==> src/acc_pkg.sv <==
// Purpose: shared constants for the analog compare control block
// Assumes: 8-bit register data, 13-bit register address
// Notes: offsets are byte addresses on the plain register port
package acc_pkg;
  // ---------------------------------------------------------------
  // Bus shape
  // ---------------------------------------------------------------
  localparam int ACC_ADDR_W = 13;
  localparam int ACC_DATA_W = 8;
  localparam int ACC_NUM_COMP = 2;
  // ---------------------------------------------------------------
  // Register offsets
  // ---------------------------------------------------------------
  localparam logic [12:0] ACC_COP_SEC_OFS = 13'h1ff0;
  localparam logic [12:0] ACC_STAT_OFS = 13'h001e;
  localparam logic [12:0] ACC_CTRL_OFS = 13'h001c;
  localparam logic [12:0] ACC_MUX_OFS = 13'h001d;
  localparam logic [12:0] ACC_IST_OFS = 13'h0020;
  localparam logic [12:0] ACC_IMSK_OFS = 13'h0021;
  // ---------------------------------------------------------------
  // Field positions
  // ---------------------------------------------------------------
  localparam int ACC_COP_SEC_OPTION_BIT = 1;
  localparam int ACC_STAT_CMP1_BIT = 0;
  localparam int ACC_STAT_CMP2_BIT = 1;
  localparam int ACC_STAT_OFFSET_BIT = 4;
  localparam int ACC_STAT_OUT_EN_BIT = 5;
  localparam int ACC_CTRL_METHOD_LO_BIT = 0;
  localparam int ACC_CTRL_METHOD_HI_BIT = 1;
  localparam int ACC_CTRL_CHARGE_BIT = 2;
  localparam int ACC_CTRL_SRC_EN_BIT = 3;
  localparam int ACC_MUX_CHAN_LSB = 0;
  localparam int ACC_MUX_REF_BIT = 4;
  localparam int ACC_MUX_DIV_BIT = 5;
  localparam int ACC_MUX_HOLD_BIT = 6;
  // ---------------------------------------------------------------
  // Reset values
  // ---------------------------------------------------------------
  localparam logic [7:0] ACC_REG_RESET = 8'h00;
  localparam logic [1:0] ACC_FLAG_RESET = 2'h0;
endpackage

==> src/acc_sync.sv <==
// Purpose: two-stage synchroniser for the comparator outputs
// Assumes: inputs are asynchronous analog comparator levels
// Notes: first stage feeds only the second stage
`timescale 1ns/100ps
module acc_sync
  import acc_pkg::*;
(
  input wire logic sys_clk,
  input wire logic resetn,
  input wire logic [ACC_NUM_COMP-1:0] async_in,
  output logic [ACC_NUM_COMP-1:0] sync_out
);
  logic [ACC_NUM_COMP-1:0] meta_reg;
  logic [ACC_NUM_COMP-1:0] sync_reg;

  // ---------------------------------------------------------------
  // One pair of flops per comparator
  // ---------------------------------------------------------------
  genvar gi;
  generate
    for (gi = 0; gi < ACC_NUM_COMP; gi++)
    begin : g_sync
      always_ff @(posedge sys_clk)
      begin
        if (!resetn)
        begin
          meta_reg[gi] <= 1'b0;
          sync_reg[gi] <= 1'b0;
        end
        else
        begin
          meta_reg[gi] <= async_in[gi];
          sync_reg[gi] <= meta_reg[gi];
        end
      end
    end
  endgenerate

  assign sync_out = sync_reg;
endmodule // acc_sync

==> src/acc_top.sv <==
// Purpose: control logic around the ramp-type analog comparators
// Assumes: comparator outputs arrive asynchronously; mode and port
//   inputs come from logic on sys_clk
// Notes: every output is registered, so it lags its next-state logic by one edge
`timescale 1ns/100ps
module acc_top
  import acc_pkg::*;
(
  input wire logic sys_clk,
  input wire logic resetn,
  input wire logic [ACC_ADDR_W-1:0] reg_addr,
  input wire logic [ACC_DATA_W-1:0] reg_wdata,
  input wire logic reg_wr,
  input wire logic reg_rd,
  output logic [ACC_DATA_W-1:0] reg_rdata,
  input wire logic comp_one_raw,
  input wire logic comp_two_raw,
  input wire logic port_data_bit4,
  input wire logic timer_output_level,
  input wire logic wait_mode,
  input wire logic stop_mode,
  output logic comparator_output_pin_out,
  output logic comparator_output_pin_oe,
  output logic ramp_capacitor_pin_out,
  output logic ramp_capacitor_pin_oe,
  output logic charge_current_drive,
  output logic sample_offset_enable,
  output logic temp_diode_select,
  output logic temp_diode_bias_on,
  output logic supply_reference_connect,
  output logic [3:0] channel_connect,
  output logic divided_sample_out,
  output logic analog_irq,
  output logic wake_request
);
  // ---------------------------------------------------------------
  // Software registers
  // ---------------------------------------------------------------
  logic option_reg;
  logic comparator_one_output_enable_reg;
  logic voff_reg;
  logic [3:0] ctrl_reg;
  logic [6:0] mux_reg;
  logic [1:0] flag_reg;
  logic [1:0] flag_next;
  logic [1:0] mask_reg;
  logic [1:0] comp_sync;
  logic [1:0] comp_prev_reg;
  logic [ACC_DATA_W-1:0] rdata_next;

  // Comparator levels cross into sys_clk first
  acc_sync u_sync (
    .sys_clk (sys_clk),
    .resetn (resetn),
    .async_in ({comp_two_raw, comp_one_raw}),
    .sync_out (comp_sync)
  );

  // ---------------------------------------------------------------
  // Address decode
  // ---------------------------------------------------------------
  wire hit_cop_sec = reg_addr == ACC_COP_SEC_OFS;
  wire hit_stat = reg_addr == ACC_STAT_OFS;
  wire hit_ctrl = reg_addr == ACC_CTRL_OFS;
  wire hit_mux = reg_addr == ACC_MUX_OFS;
  wire hit_ist = reg_addr == ACC_IST_OFS;
  wire hit_imsk = reg_addr == ACC_IMSK_OFS;

  // Field views
  wire current_source_enable = ctrl_reg[ACC_CTRL_SRC_EN_BIT];
  wire charge_current_on = ctrl_reg[ACC_CTRL_CHARGE_BIT];
  wire conversion_method_select_lo = ctrl_reg[ACC_CTRL_METHOD_LO_BIT];
  wire conversion_method_select_hi = ctrl_reg[ACC_CTRL_METHOD_HI_BIT];
  wire [3:0] channel_select = mux_reg[ACC_MUX_CHAN_LSB +: 4];
  wire reference_select = mux_reg[ACC_MUX_REF_BIT];
  wire divided_sample_select = mux_reg[ACC_MUX_DIV_BIT];
  wire hold_select = mux_reg[ACC_MUX_HOLD_BIT];

  // ---------------------------------------------------------------
  // Derived analog controls
  // ---------------------------------------------------------------
  // Manual mode 0 is both method bits clear
  wire manual_mode0 = !conversion_method_select_lo && !conversion_method_select_hi;
  // Charging needs all three conditions at once
  wire charge_next = current_source_enable && manual_mode0
                     && charge_current_on;
  // Discharge only possible with the source enabled; off while charging
  wire discharge_next = current_source_enable && !charge_next;
  // Diode shares the hold pair decode
  wire diode_next = hold_select && divided_sample_select;
  // Supply reference only with every channel bit clear
  wire supply_ref_next = reference_select && (channel_select == 4'h0);
  // Pin value: OR of comparator, port data and timer level; drive enable is option AND output enable
  wire pin_drive_en_next = option_reg && comparator_one_output_enable_reg;
  wire pin_value_next = comp_sync[0] || port_data_bit4 || timer_output_level;
  // Offset feature also gated by the option bit
  wire offset_next = option_reg && voff_reg;

  // ---------------------------------------------------------------
  // Comparator events and interrupt
  // ---------------------------------------------------------------
  // Rising edge of each synchronised comparator output
  wire [1:0] comp_event = comp_sync & ~comp_prev_reg;
  wire [1:0] flag_clear = (reg_wr && hit_ist) ? reg_wdata[1:0] : 2'h0;
  wire irq_pending = |(flag_reg & mask_reg);
  // Stop mode cannot restart the core; the pin path stays the only route
  wire irq_next = irq_pending && !stop_mode;
  wire wake_next = irq_pending && wait_mode && !stop_mode;

  // Set beats a write-one clear in the same cycle
  always_comb
  begin
    flag_next = (flag_reg & ~flag_clear) | comp_event;
  end

  // ---------------------------------------------------------------
  // Read mux, registered for one-cycle-later data
  // ---------------------------------------------------------------
  always_comb
  begin
    rdata_next = ACC_REG_RESET;
    if (!reg_rd)
      rdata_next = ACC_REG_RESET;
    else if (hit_cop_sec)
      rdata_next[ACC_COP_SEC_OPTION_BIT] = option_reg;
    else if (hit_stat)
    begin
      rdata_next[ACC_STAT_CMP1_BIT] = comp_sync[0];
      rdata_next[ACC_STAT_CMP2_BIT] = comp_sync[1];
      rdata_next[ACC_STAT_OFFSET_BIT] = voff_reg;
      rdata_next[ACC_STAT_OUT_EN_BIT] = comparator_one_output_enable_reg;
    end
    else if (hit_ctrl)
      rdata_next[3:0] = ctrl_reg;
    else if (hit_mux)
      rdata_next[6:0] = mux_reg;
    else if (hit_ist)
      rdata_next[1:0] = flag_reg;
    else if (hit_imsk)
      rdata_next[1:0] = mask_reg;
  end

  // ---------------------------------------------------------------
  // Register writes
  // ---------------------------------------------------------------
  // Writes land at the strobe's own edge
  always_ff @(posedge sys_clk)
  begin
    if (!resetn)
    begin
      option_reg <= 1'b0;
      comparator_one_output_enable_reg <= 1'b0;
      voff_reg <= 1'b0;
      ctrl_reg <= 4'h0;
      mux_reg <= 7'h00;
      mask_reg <= ACC_FLAG_RESET;
    end
    else if (reg_wr)
    begin
      if (hit_cop_sec)
        option_reg <= reg_wdata[ACC_COP_SEC_OPTION_BIT];
      if (hit_stat)
      begin
        comparator_one_output_enable_reg <= reg_wdata[ACC_STAT_OUT_EN_BIT];
        voff_reg <= reg_wdata[ACC_STAT_OFFSET_BIT];
      end
      if (hit_ctrl)
        ctrl_reg <= reg_wdata[3:0];
      if (hit_mux)
        mux_reg <= reg_wdata[6:0];
      if (hit_imsk)
        mask_reg <= reg_wdata[1:0];
    end
  end

  // Event flags and edge history
  always_ff @(posedge sys_clk)
  begin
    if (!resetn)
    begin
      flag_reg <= ACC_FLAG_RESET;
      comp_prev_reg <= 2'h0;
    end
    else
    begin
      flag_reg <= flag_next;
      comp_prev_reg <= comp_sync;
    end
  end

  // ---------------------------------------------------------------
  // Output flops
  // ---------------------------------------------------------------
  // Every pin-facing signal is registered to keep glitches off pads
  always_ff @(posedge sys_clk)
  begin
    if (!resetn)
    begin
      reg_rdata <= ACC_REG_RESET;
      comparator_output_pin_out <= 1'b0;
      comparator_output_pin_oe <= 1'b0;
      ramp_capacitor_pin_out <= 1'b0;
      ramp_capacitor_pin_oe <= 1'b0;
      charge_current_drive <= 1'b0;
      sample_offset_enable <= 1'b0;
      temp_diode_select <= 1'b0;
      temp_diode_bias_on <= 1'b0;
      supply_reference_connect <= 1'b0;
      channel_connect <= 4'h0;
      divided_sample_out <= 1'b0;
      analog_irq <= 1'b0;
      wake_request <= 1'b0;
    end
    else
    begin
      reg_rdata <= rdata_next;
      comparator_output_pin_out <= pin_value_next;
      comparator_output_pin_oe <= pin_drive_en_next;
      ramp_capacitor_pin_out <= 1'b0;
      ramp_capacitor_pin_oe <= discharge_next;
      charge_current_drive <= charge_next;
      sample_offset_enable <= offset_next;
      temp_diode_select <= diode_next;
      temp_diode_bias_on <= diode_next;
      supply_reference_connect <= supply_ref_next;
      channel_connect <= channel_select;
      divided_sample_out <= divided_sample_select;
      analog_irq <= irq_next;
      wake_request <= wake_next;
    end
  end
endmodule // acc_top

==> config.mk <==
export PLATFORM = sky130hd
export DESIGN_NAME = acc_top
export DESIGN_NICKNAME = d
export VERILOG_FILES = /design/src/acc_pkg.sv /design/src/acc_sync.sv /design/src/acc_top.sv
export SDC_FILE = /design/constraint.sdc
export NUM_CORES = 1
export LEC_CHECK = 0
export ABC_AREA = 1
export ABC_CLOCK_PERIOD_IN_PS = 1540
export CAP_MARGIN = 20
export CORE_ASPECT_RATIO = 1.75
export CORE_UTILIZATION = 40
export CTS_CLUSTER_DIAMETER = 100
export DETAILED_ROUTE_END_ITERATION = 6
export DONT_BUFFER_PORTS = 1
export RECOVER_POWER = 25
export SYNTH_ARGS = -nofsm -noshare
export SYNTH_HDL_FRONTEND = slang
export SYNTH_HIERARCHICAL = 1
export SYNTH_SLANG_ARGS = --single-unit
==> constraint.sdc <==
create_clock -name sys_clk -period 1.54 [get_ports sys_clk]
set_clock_uncertainty 0.05 [all_clocks]
set_input_delay 0.308 -clock sys_clk [delete_from_list [all_inputs] [get_ports sys_clk]]
set_output_delay 0.308 -clock sys_clk [all_outputs]
set_load 0.05 [all_outputs]
==> results by group, run 1 <==
STA
  – F_max: 777 MHz
  – Setup TNS Final: 0 ns
  – Final setup viols: 0
  – Max-slew violation count: 0
  – Unrepaired setup endpoints after global routing: false
  – Final min period: 1.29 ns
  – Fin. Hold Viols: 0
  – Fin crit share: 0.835

Route
  – Via count: 1537
  – Drt pass-1 iters: 4
  – # DRC: 0
  – Iter 0 DRT Violations: 22
  – DR vias/cell: 4.96
  – Wire per inst: 13.0 µm
  – DRT antenna net count: 0
  – Final wirelength: 4040 µm

Logic synthesis
  – Post-synth top cells: dfxtp_1 (45), nand2_1 (44), inv_1 (42), nor2_1 (26), a21oi_1 (19)
  – Sequential-to-total area share from yosys stat: 0.468
  – Yosys top cell area share: 0.468
  – Primary FF master, synth: dfxtp_1
  – Top-count cell post-synth: dfxtp_1
  – Syn_area_per_cell: 7.56 µm²
  – Largest area contributor in the synthesized netlist: dfxtp_1
  – Top cells by area, synth: dfxtp_1 (47%), nand2_1 (8.6%), inv_1 (8.2%), nor2_1 (5.1%), a21oi_1 (4.9%)
  – Synth Register Bits: 45
  – Distinct cells, synth: 31
  – Post-synth EDFFs: 0
  – Ys Warns: 6
  – Post-Syn Instances: 255
  – Synth Cell Area: 1930 µm²
  – Async S/R FF share, synth: 0

Clock tree
  – Bufs on Longest Clock Path: 2
  – Resized Gates After CTS: 0
  – CTS H-tree lvls: 2
  – Post-CTS Setup Bufs: 0
  – Clock Sinks: 45
  – Clock Latency Late Sink: 0.30 ns
  – Post-CTS Hold Fix Bufs: 0
  – Clock transition at path regs: 0.08 ns
  – CTS tree: yes
  – CTS Buf Count: 5
  – Clock Tree Root: clkbuf_8

Floorplanning
  – Die width: 54.5 µm
  – Die Area: 5110 µm²
  – Starting Density: 0.413
  – Die H: 93.8 µm
  – Rows: 33
  – Io pins: 55
  – Core footprint: 4670 µm²

Setup path
  – Worst Path Required: 1.18 ns
  – Crit path DAT: 0.93 ns
  – CP Class: flop to output pin
  – CP Launch Point: reg_rdata[0]
  – CP startpoint kind: flop
  – Worst R2R Start: ctrl_reg[1]
  – CP max FO: 1
  – Crit. End Element: output pin

Global route
  – Gr ovfl total: 0
  – Initial antenna violation count: 0
  – First-pass GRT wire length: 6580 µm
  – Vias in the first global route: 1486
  – Largest net degree at the start of global routing: 35
  – GRT Util Overall: 0.185

Job
  – Max-cap violation count: 0

Final layout
  – Final cell count without fillers: 310
  – Final nets: 288
  – Diode count: 0
  – Layout cells sized above 1: 0.136
  – Area delta synth->final: 7.34%

Power and ir drop
  – Max VDD drop: 620 µV
  – Power density over cell area: 1040 nW/µm²
  – Leakage power: 0.000903 µW

Status
  – Status: finished clean

Placement
  – Gpl congestion: 0.865
  – Cells after DPL: 302
  – Detailed Place HPWL: 3210 µm
  – Port Buffer Count: 0

Hold path
  – Tightest Hold Check Type: primary input to flop
  – Hold_sp: stop_mode
[path summary, 6_finish.rpt]
check / endpoint / slack (ns) / cells past startpoint
worst max-delay path: reg_rdata[0] / 0.25 / 0
worst min register to register: u_sync/sync_out[1] / 0.37 / 2
worst max register to register: charge_current_drive / 0.55 / 3
worst min-delay path: analog_irq / 0.03 / 1
[cell usage in the layout, fill, tap and decap left out, types with 2 or more instances in the layout]
cell      instances
nand3_2           2
inv_2             5
o21ai_2           2
clkinv_4          2
inv_1            42
o21ai_0          17
dfxtp_1          45
o211ai_1          2
nor2_1           26
nand3_1           9
conb_1            2
nor3_1            9
a21oi_1          19
nand4_1           4
nand2_1          44
nor2_4            5
nand2_2           6
clkbuf_8          5
[cell families (layout without fill, tap and decap cells)]
| group | count (synthesis) | after routing | share of synthesized area |
|---|---|---|---|
| DFF | 45 | 45 | 0.468 |
| buffers and inverters | 55 | 57 | 0.120 |
| and+or+nand+nor | 112 | 112 | 0.293 |
| other | 1 | 2 | 0.00195 |
| AOI/OAI and AO/OA | 42 | 42 | 0.118 |
[cell type report]
| class | instances | area, µm² |
|---|---|---|
| clock buffers | 6 | 72.6 |
| fillers | 504 | 2600 |
| flip-flops and latches | 45 | 901 |
| multi-input cells | 156 | 798 |
| inverters | 48 | 185 |
| well taps | 52 | 65.1 |
| repair buffers | 1 | 7.51 |
| clock inverters | 2 | 38.8 |
[power breakdown]
| group | switching [µW] | internal [µW] |
|---|---|---|
| Clock | 397 | 487 |
| Sequential | 11.9 | 1170 |
| Combinational | 61.7 | 24.1 |
[per-layer routing]
metal | share of wire | wire (µm) | GRT usage | vias up
li1 | - | - | - | 794
met1 | 0.37 | 1480 | 0.174 | 704
met2 | 0.57 | 2300 | 0.336 | 30
met3 | 0.038 | 152 | 0.0615 | 9
met4 | 0.026 | 106 | 0.0855 | 0
met5 | 0 | 0 | 0 | -
[per-stage QoR]
step           hold WS [ns]  setup WS, ns   util  area [µm²]  power, µW
4_1_cts              0.0202         0.236  0.443        2070       2190
5_1_grt              0.0225         0.214  0.443        2070       2250
3_5_place_dp          0.344        0.0946  0.419        1960       1300
3_3_place_gp          0.341         0.114  0.419        1960       1300
6_report             0.0292         0.254  0.443        2070       2160
2_1_floorplan         0.335         0.270      -        1930       1300
(Power assumes the default switching activity.)
==> run 2: changes to the inputs <==
- ABC_CLOCK_PERIOD_IN_PS: 1540 -> 1140
- clock period: 1.54 -> 1.14 ns (I/O delays scaled with it)
==> results by group, run 2 (same netlist as run 1, synthesis figures left out) <==
Setup path
  – CP max stage delay: 0.35 ns
  – CP max-delay cell: dfxtp_2
  – CP Buf/Inv Count: 1
  – Crit path max-delay family: flip-flops
  – Crit. End Element: output pin
  – Crit path DAT: 0.82 ns (-0.11 ns)
  – CP Class: flop to output pin
  – Flop-to-flop setup slack: 0.06 ns (-0.49 ns)
  – CP max FO: 2 (+1)
  – CP cell instances: buf_12
  – CP startpoint kind: flop
  – Worst Path Required: 0.86 ns (-0.32 ns)

Global route
  – Initial antenna violation count: 0 (unchanged)
  – Gr ovfl total: 0 (unchanged)
  – Vias in the first global route: 1702 (+15%)
  – Largest net degree at the start of global routing: 25 (-29%)
  – GRT Util Overall: 0.203 (+0.0175)
  – First-pass GRT wire length: 7390 µm (+12%)

Floorplanning
  – Die H: 93.8 µm (unchanged)
  – Starting Density: 0.413 (unchanged)
  – Io pins: 55 (unchanged)
  – Die width: 54.5 µm (unchanged)
  – Die Area: 5110 µm² (unchanged)
  – Core footprint: 4670 µm² (unchanged)
  – Rows: 33 (unchanged)

STA
  – Unrepaired setup endpoints after global routing: false
  – Final setup viols: 0 (unchanged)
  – Max-slew violation count: 0 (unchanged)
  – Hold WS: -0.0273 ns (-0.0565 ns)
  – Setup TNS Final: 0 ns (unchanged)
  – Setup WS post-layout: 0.0436 ns (-0.210 ns)
  – Fin crit share: 0.962
  – F_max: 912 MHz
  – Final min period: 1.10 ns
  – Fin. Hold Viols: 1 (+1)

Clock tree
  – Clock Latency Late Sink: 0.30 ns (about the same)
  – Clock transition at path regs: 0.09 ns (about the same)
  – CTS tree: yes
  – CTS Buf Count: 5 (unchanged)
  – Bufs on Longest Clock Path: 2 (unchanged)
  – Clock Sinks: 45 (unchanged)
  – Clock Tree Root: clkbuf_8
  – CTS H-tree lvls: 2 (unchanged)

Final layout
  – Final nets: 332 (+15%)
  – FF+latch area: 906 µm² (+0.56%)
  – Diode count: 0 (unchanged)
  – Layout cells sized above 1: 0.258 (+0.123)
  – Fill cells: 467 (-7.3%)
  – Multi-input gate area: 826 µm² (+3.4%)
  – Leading cell types in the layout, fill and taps excluded: nand2_1 (43), dfxtp_1 (43), inv_1 (42)
  – Area delta synth->final: 27.1%

Job
  – Max-cap violation count: 0 (unchanged)

Status
  – Status: finished, violations left
  – Failing checks: negative hold slack

Power and ir drop
  – Leakage power: 0.00113 µW (+25%)
  – Max VDD drop: 1070 µV (+73%)
  – Power density over cell area: 1130 nW/µm² (+8.6%)

Route
  – Iter 0 DRT Violations: 35 (+59%)
  – DR vias/cell: 4.78 (-3.5%)
  – Drt pass-1 iters: 4 (unchanged)
  – Final wirelength: 4420 µm (+9.4%)
  – Via count: 1693 (+10%)
  – Wire per inst: 12.5 µm (-4.2%)
  – DRT antenna net count: 0 (unchanged)
  – # DRC: 0 (unchanged)

Placement
  – Gpl congestion: 0.823 (-4.8%)
  – Port Buffer Count: 0 (unchanged)
  – Detailed Place HPWL: 3350 µm (+4.6%)
  – Place WS: -0.166 ns (-0.260 ns)

Hold path
  – Tightest Hold Check Type: primary input to flop
==> run 2: cell types whose count changed in the layout (fill, tap and decap cells not counted), sizes merged <==
cell	previous run	this run
dlygate4sd3	0	9
clkdlybuf4s25	0	1
inv	47	48
clkinvlp	0	1
bufinv	1	0
clkbuf	6	5
buf	1	35
==> run 2: layer usage <==
layer	wire length, µm	GRT usage	vias up
met5	0	0	-
met4	267	0.137	0
met3	221	0.0518	19
met2	2300	0.337	45
met1	1630	0.210	747
li1	-	-	882
==> run 2: layout make-up <==
| cell class | instances | share of cell area |
|---|---|---|
| multi-input combinational | 156 | 0.337 |
| timing repair buffer | 45 | 0.153 |
| inverter | 48 | 0.0766 |
| tap | 52 | 0.0266 |
| clock buffer | 5 | 0.0281 |
| sequential | 45 | 0.370 |
| clock inverter | 3 | 0.00868 |
==> run 2: stage by stage <==
step	power, µW	instance area, µm²	utilization	std cells
CTS	2800	2440	0.523	354
finish	2770	2450	0.525	354
floorplan	1760	1950	-	256
detailed placement	1790	2240	0.480	335
global route	2900	2450	0.525	354
global placement	1780	2240	0.480	335
==> run 2: path summary, 6_finish.rpt <==
kind / startpoint / endpoint / cells past startpoint
min reg2reg: comp_prev_reg[0] / flag_reg[0] / 1
max: temp_diode_bias_on / temp_diode_bias_on / 1
max reg2reg: u_sync/meta_reg[1] / u_sync/sync_out[1] / 3
min: resetn / channel_connect[3] / 2
==> run 2: timing repair <==
item	4_1_cts	5_1_grt
resized for setup	0	6
hold endpoints to repair	19	1
setup endpoints to repair	0	7
setup buffers	0	1
hold buffers	11	1
==> run 2: report_power, final <==
group          switching (µW)  leakage [µW]  internal, µW
Clock                     556     0.0000445           435
Combinational             112      0.000716          78.2
Sequential               7.23      0.000365          1580
==> run 3: changes to the inputs <==
==> constraint.sdc (replaced) <==
create_clock -name sys_clk -period 1.14 [get_ports sys_clk]
set_clock_uncertainty 0.05 [all_clocks]
set_input_delay 0 -clock sys_clk [delete_from_list [all_inputs] [get_ports sys_clk]]
set_output_delay 0 -clock sys_clk [all_outputs]
set_load 0.05 [all_outputs]
==> results by group, run 3 (same netlist as run 1, synthesis figures left out) <==
Setup path
  – Crit path max-delay family: buffers and inverters
  – Crit. End Element: flop
  – Worst Path Required: 1.28 ns (+0.42 ns)
  – CP max stage delay: 0.54 ns (+0.19 ns)
  – CP startpoint kind: flop
  – CP Class: flop to flop
  – CP cell instances: nand2_1 > dlygate4sd3_1 > inv_1
  – CP max FO: 3 (+1)
  – Crit path DAT: 1.25 ns (+0.43 ns)
  – CP Buf/Inv Count: 2 (+1)
  – CP max-delay cell: dlygate4sd3_1

Power and ir drop
  – Logic pwr share: 0.060 (-0.009)
  – Leakage power: 0.000961 µW (-15%)
  – Switching power: 625 µW (-7.5%)
  – Power density over cell area: 1210 nW/µm² (+6.9%)
  – Clock power share: 0.349 (-0.009)
  – Flop pwr share: 0.591 (+0.017)
  – Max VDD drop: 1260 µV (+18%)
  – P_int: 2090 µW (-0.45%)
  – Switching part of the total: 0.230 (-0.0133)

Placement
  – Detailed Place HPWL: 3290 µm (-1.9%)
  – Port Buffer Count: 0 (unchanged)
  – Place WS: 0.0157 ns (+0.181 ns)
  – Gpl congestion: 0.924 (+12%)
  – DP Area: 1960 µm² (-12%)

Global route
  – Gr ovfl total: 0 (unchanged)
  – GRT Util Overall: 0.185 (-0.0178)
  – Vias in the first global route: 1516 (-11%)
  – Largest net degree at the start of global routing: 35 (+40%)
  – Initial antenna violation count: 0 (unchanged)
  – First-pass GRT wire length: 6740 µm (-8.8%)

Final layout
  – Layout cells sized above 1: 0.137 (-0.122)
  – Final nets: 308 (-7.2%)
  – Util after Layout: 0.481 (-0.0445)
  – Area delta synth->final: 16.4%
  – Commonest non-fill, non-tap cell in the layout: nand2_1
  – Diode count: 0 (unchanged)
  – Final instance area: 2240 µm² (-8.5%)
  – Leading cell types in the layout, fill and taps excluded: nand2_1 (44), inv_1 (43), dfxtp_1 (42)

Status
  – Failing checks: negative hold slack
  – Status: finished, violations left

STA
  – Max-slew violation count: 0 (unchanged)
  – F_max: 905 MHz (-0.80%)
  – Final setup viols: 0 (unchanged)
  – Setup TNS Final: 0 ns (unchanged)
  – Hold WS: -0.237 ns (-0.210 ns)
  – Setup WS post-layout: 0.0348 ns (-0.00884 ns)
  – Final min period: 1.11 ns (+0.00884 ns)
  – Unrepaired setup endpoints after global routing: false
  – Fin crit share: 0.969 (+0.00775)
  – Fin. Hold Viols: 28 (+27)

Clock tree
  – Clock transition at path regs: 0.08 ns (about the same)
  – CTS tree: yes
  – Bufs on Longest Clock Path: 2 (unchanged)
  – Clock Sinks: 45 (unchanged)
  – Clock Latency Late Sink: 0.29 ns (about the same)
  – CTS H-tree lvls: 2 (unchanged)
  – Post-CTS Setup Bufs: 0 (unchanged)
  – Clock Tree Root: clkbuf_8
  – CTS Buf Count: 5 (unchanged)

Route
  – DRT antenna net count: 0 (unchanged)
  – # DRC: 0 (unchanged)
  – DR vias/cell: 4.97 (+3.9%)
  – Via count: 1639 (-3.2%)
  – Final wirelength: 4350 µm (-1.7%)
  – Wire per inst: 13.2 µm (+5.4%)
  – Iter 0 DRT Violations: 36 (+2.9%)
  – Drt pass-1 iters: 4 (unchanged)

Floorplanning
  – Die Area: 5110 µm² (unchanged)
  – Starting Density: 0.413 (unchanged)
  – Core footprint: 4670 µm² (unchanged)
  – Io pins: 55 (unchanged)
  – Die H: 93.8 µm (unchanged)
  – Die width: 54.5 µm (unchanged)
  – Rows: 33 (unchanged)

Hold path
  – Tightest Hold Check Type: primary input to flop

Job
  – Max-cap violation count: 0 (unchanged)
run 3: cell types whose count changed in the layout (fill, tap and decap cells not counted), moves of 2 or more:
cell / delta
clkbuf_1: +2
buf_4: -32
nor2_1: +5
dfxtp_2: +2
dlygate4sd3_1: +9
nor2_2: -4
run 3: per-layer routing:
metal	track usage	routed length, µm	up-vias
met5	0	0	-
met4	0.0833	153	0
met3	0.0485	167	14
met2	0.345	2440	46
met1	0.173	1580	739
li1	-	-	840
run 3: what timing repair did:
item / in CTS / in global routing
hold buffers: 18 / 1
endpoints found under the setup margin: 0 / 11
hold endpoints to repair: 41 / 29
resized for setup: 0 / 6
run 3: final timing paths:
kind | startpoint | endpoint | slack, ns | depth (start not counted)
worst max-delay path | mux_reg[1] | channel_connect[1] | 0.03 | 3
worst min-delay path | resetn | mux_reg[0] | -0.24 | 2
worst max register to register | mux_reg[1] | channel_connect[1] | 0.03 | 3
worst min register to register | comp_prev_reg[1] | flag_reg[1] | 0.37 | 1
run 3: final cells by class:
class / count / area, µm²
well taps: 52 / 65.1
clock inverters: 1 / 7.51
repair buffers: 20 / 195
clock buffers: 7 / 76.3
multi-input cells: 157 / 808
fillers: 477 / 2420
flip-flops and latches: 45 / 905
inverters: 48 / 185
run 3: power groups by stage:
stage          sequential [µW]  clock [µW]  combinational (µW)
4_1_cts                   1600         965                 163
3_3_place_gp              1640           0                 117
3_5_place_dp              1640           0                 120
5_1_grt                   1600        1030                 178
2_1_floorplan             1640           0                 116
6_report                  1600         947                 163
run 3: through the flow:
stage | power [µW] | hold slack, ns | cells
global placement | 1760 | 0.0326 | 303
finish | 2710 | -0.237 | 330
global route | 2810 | -0.248 | 330
floorplan | 1750 | 0.0267 | 256
CTS | 2730 | -0.242 | 329
detailed placement | 1760 | 0.0334 | 303
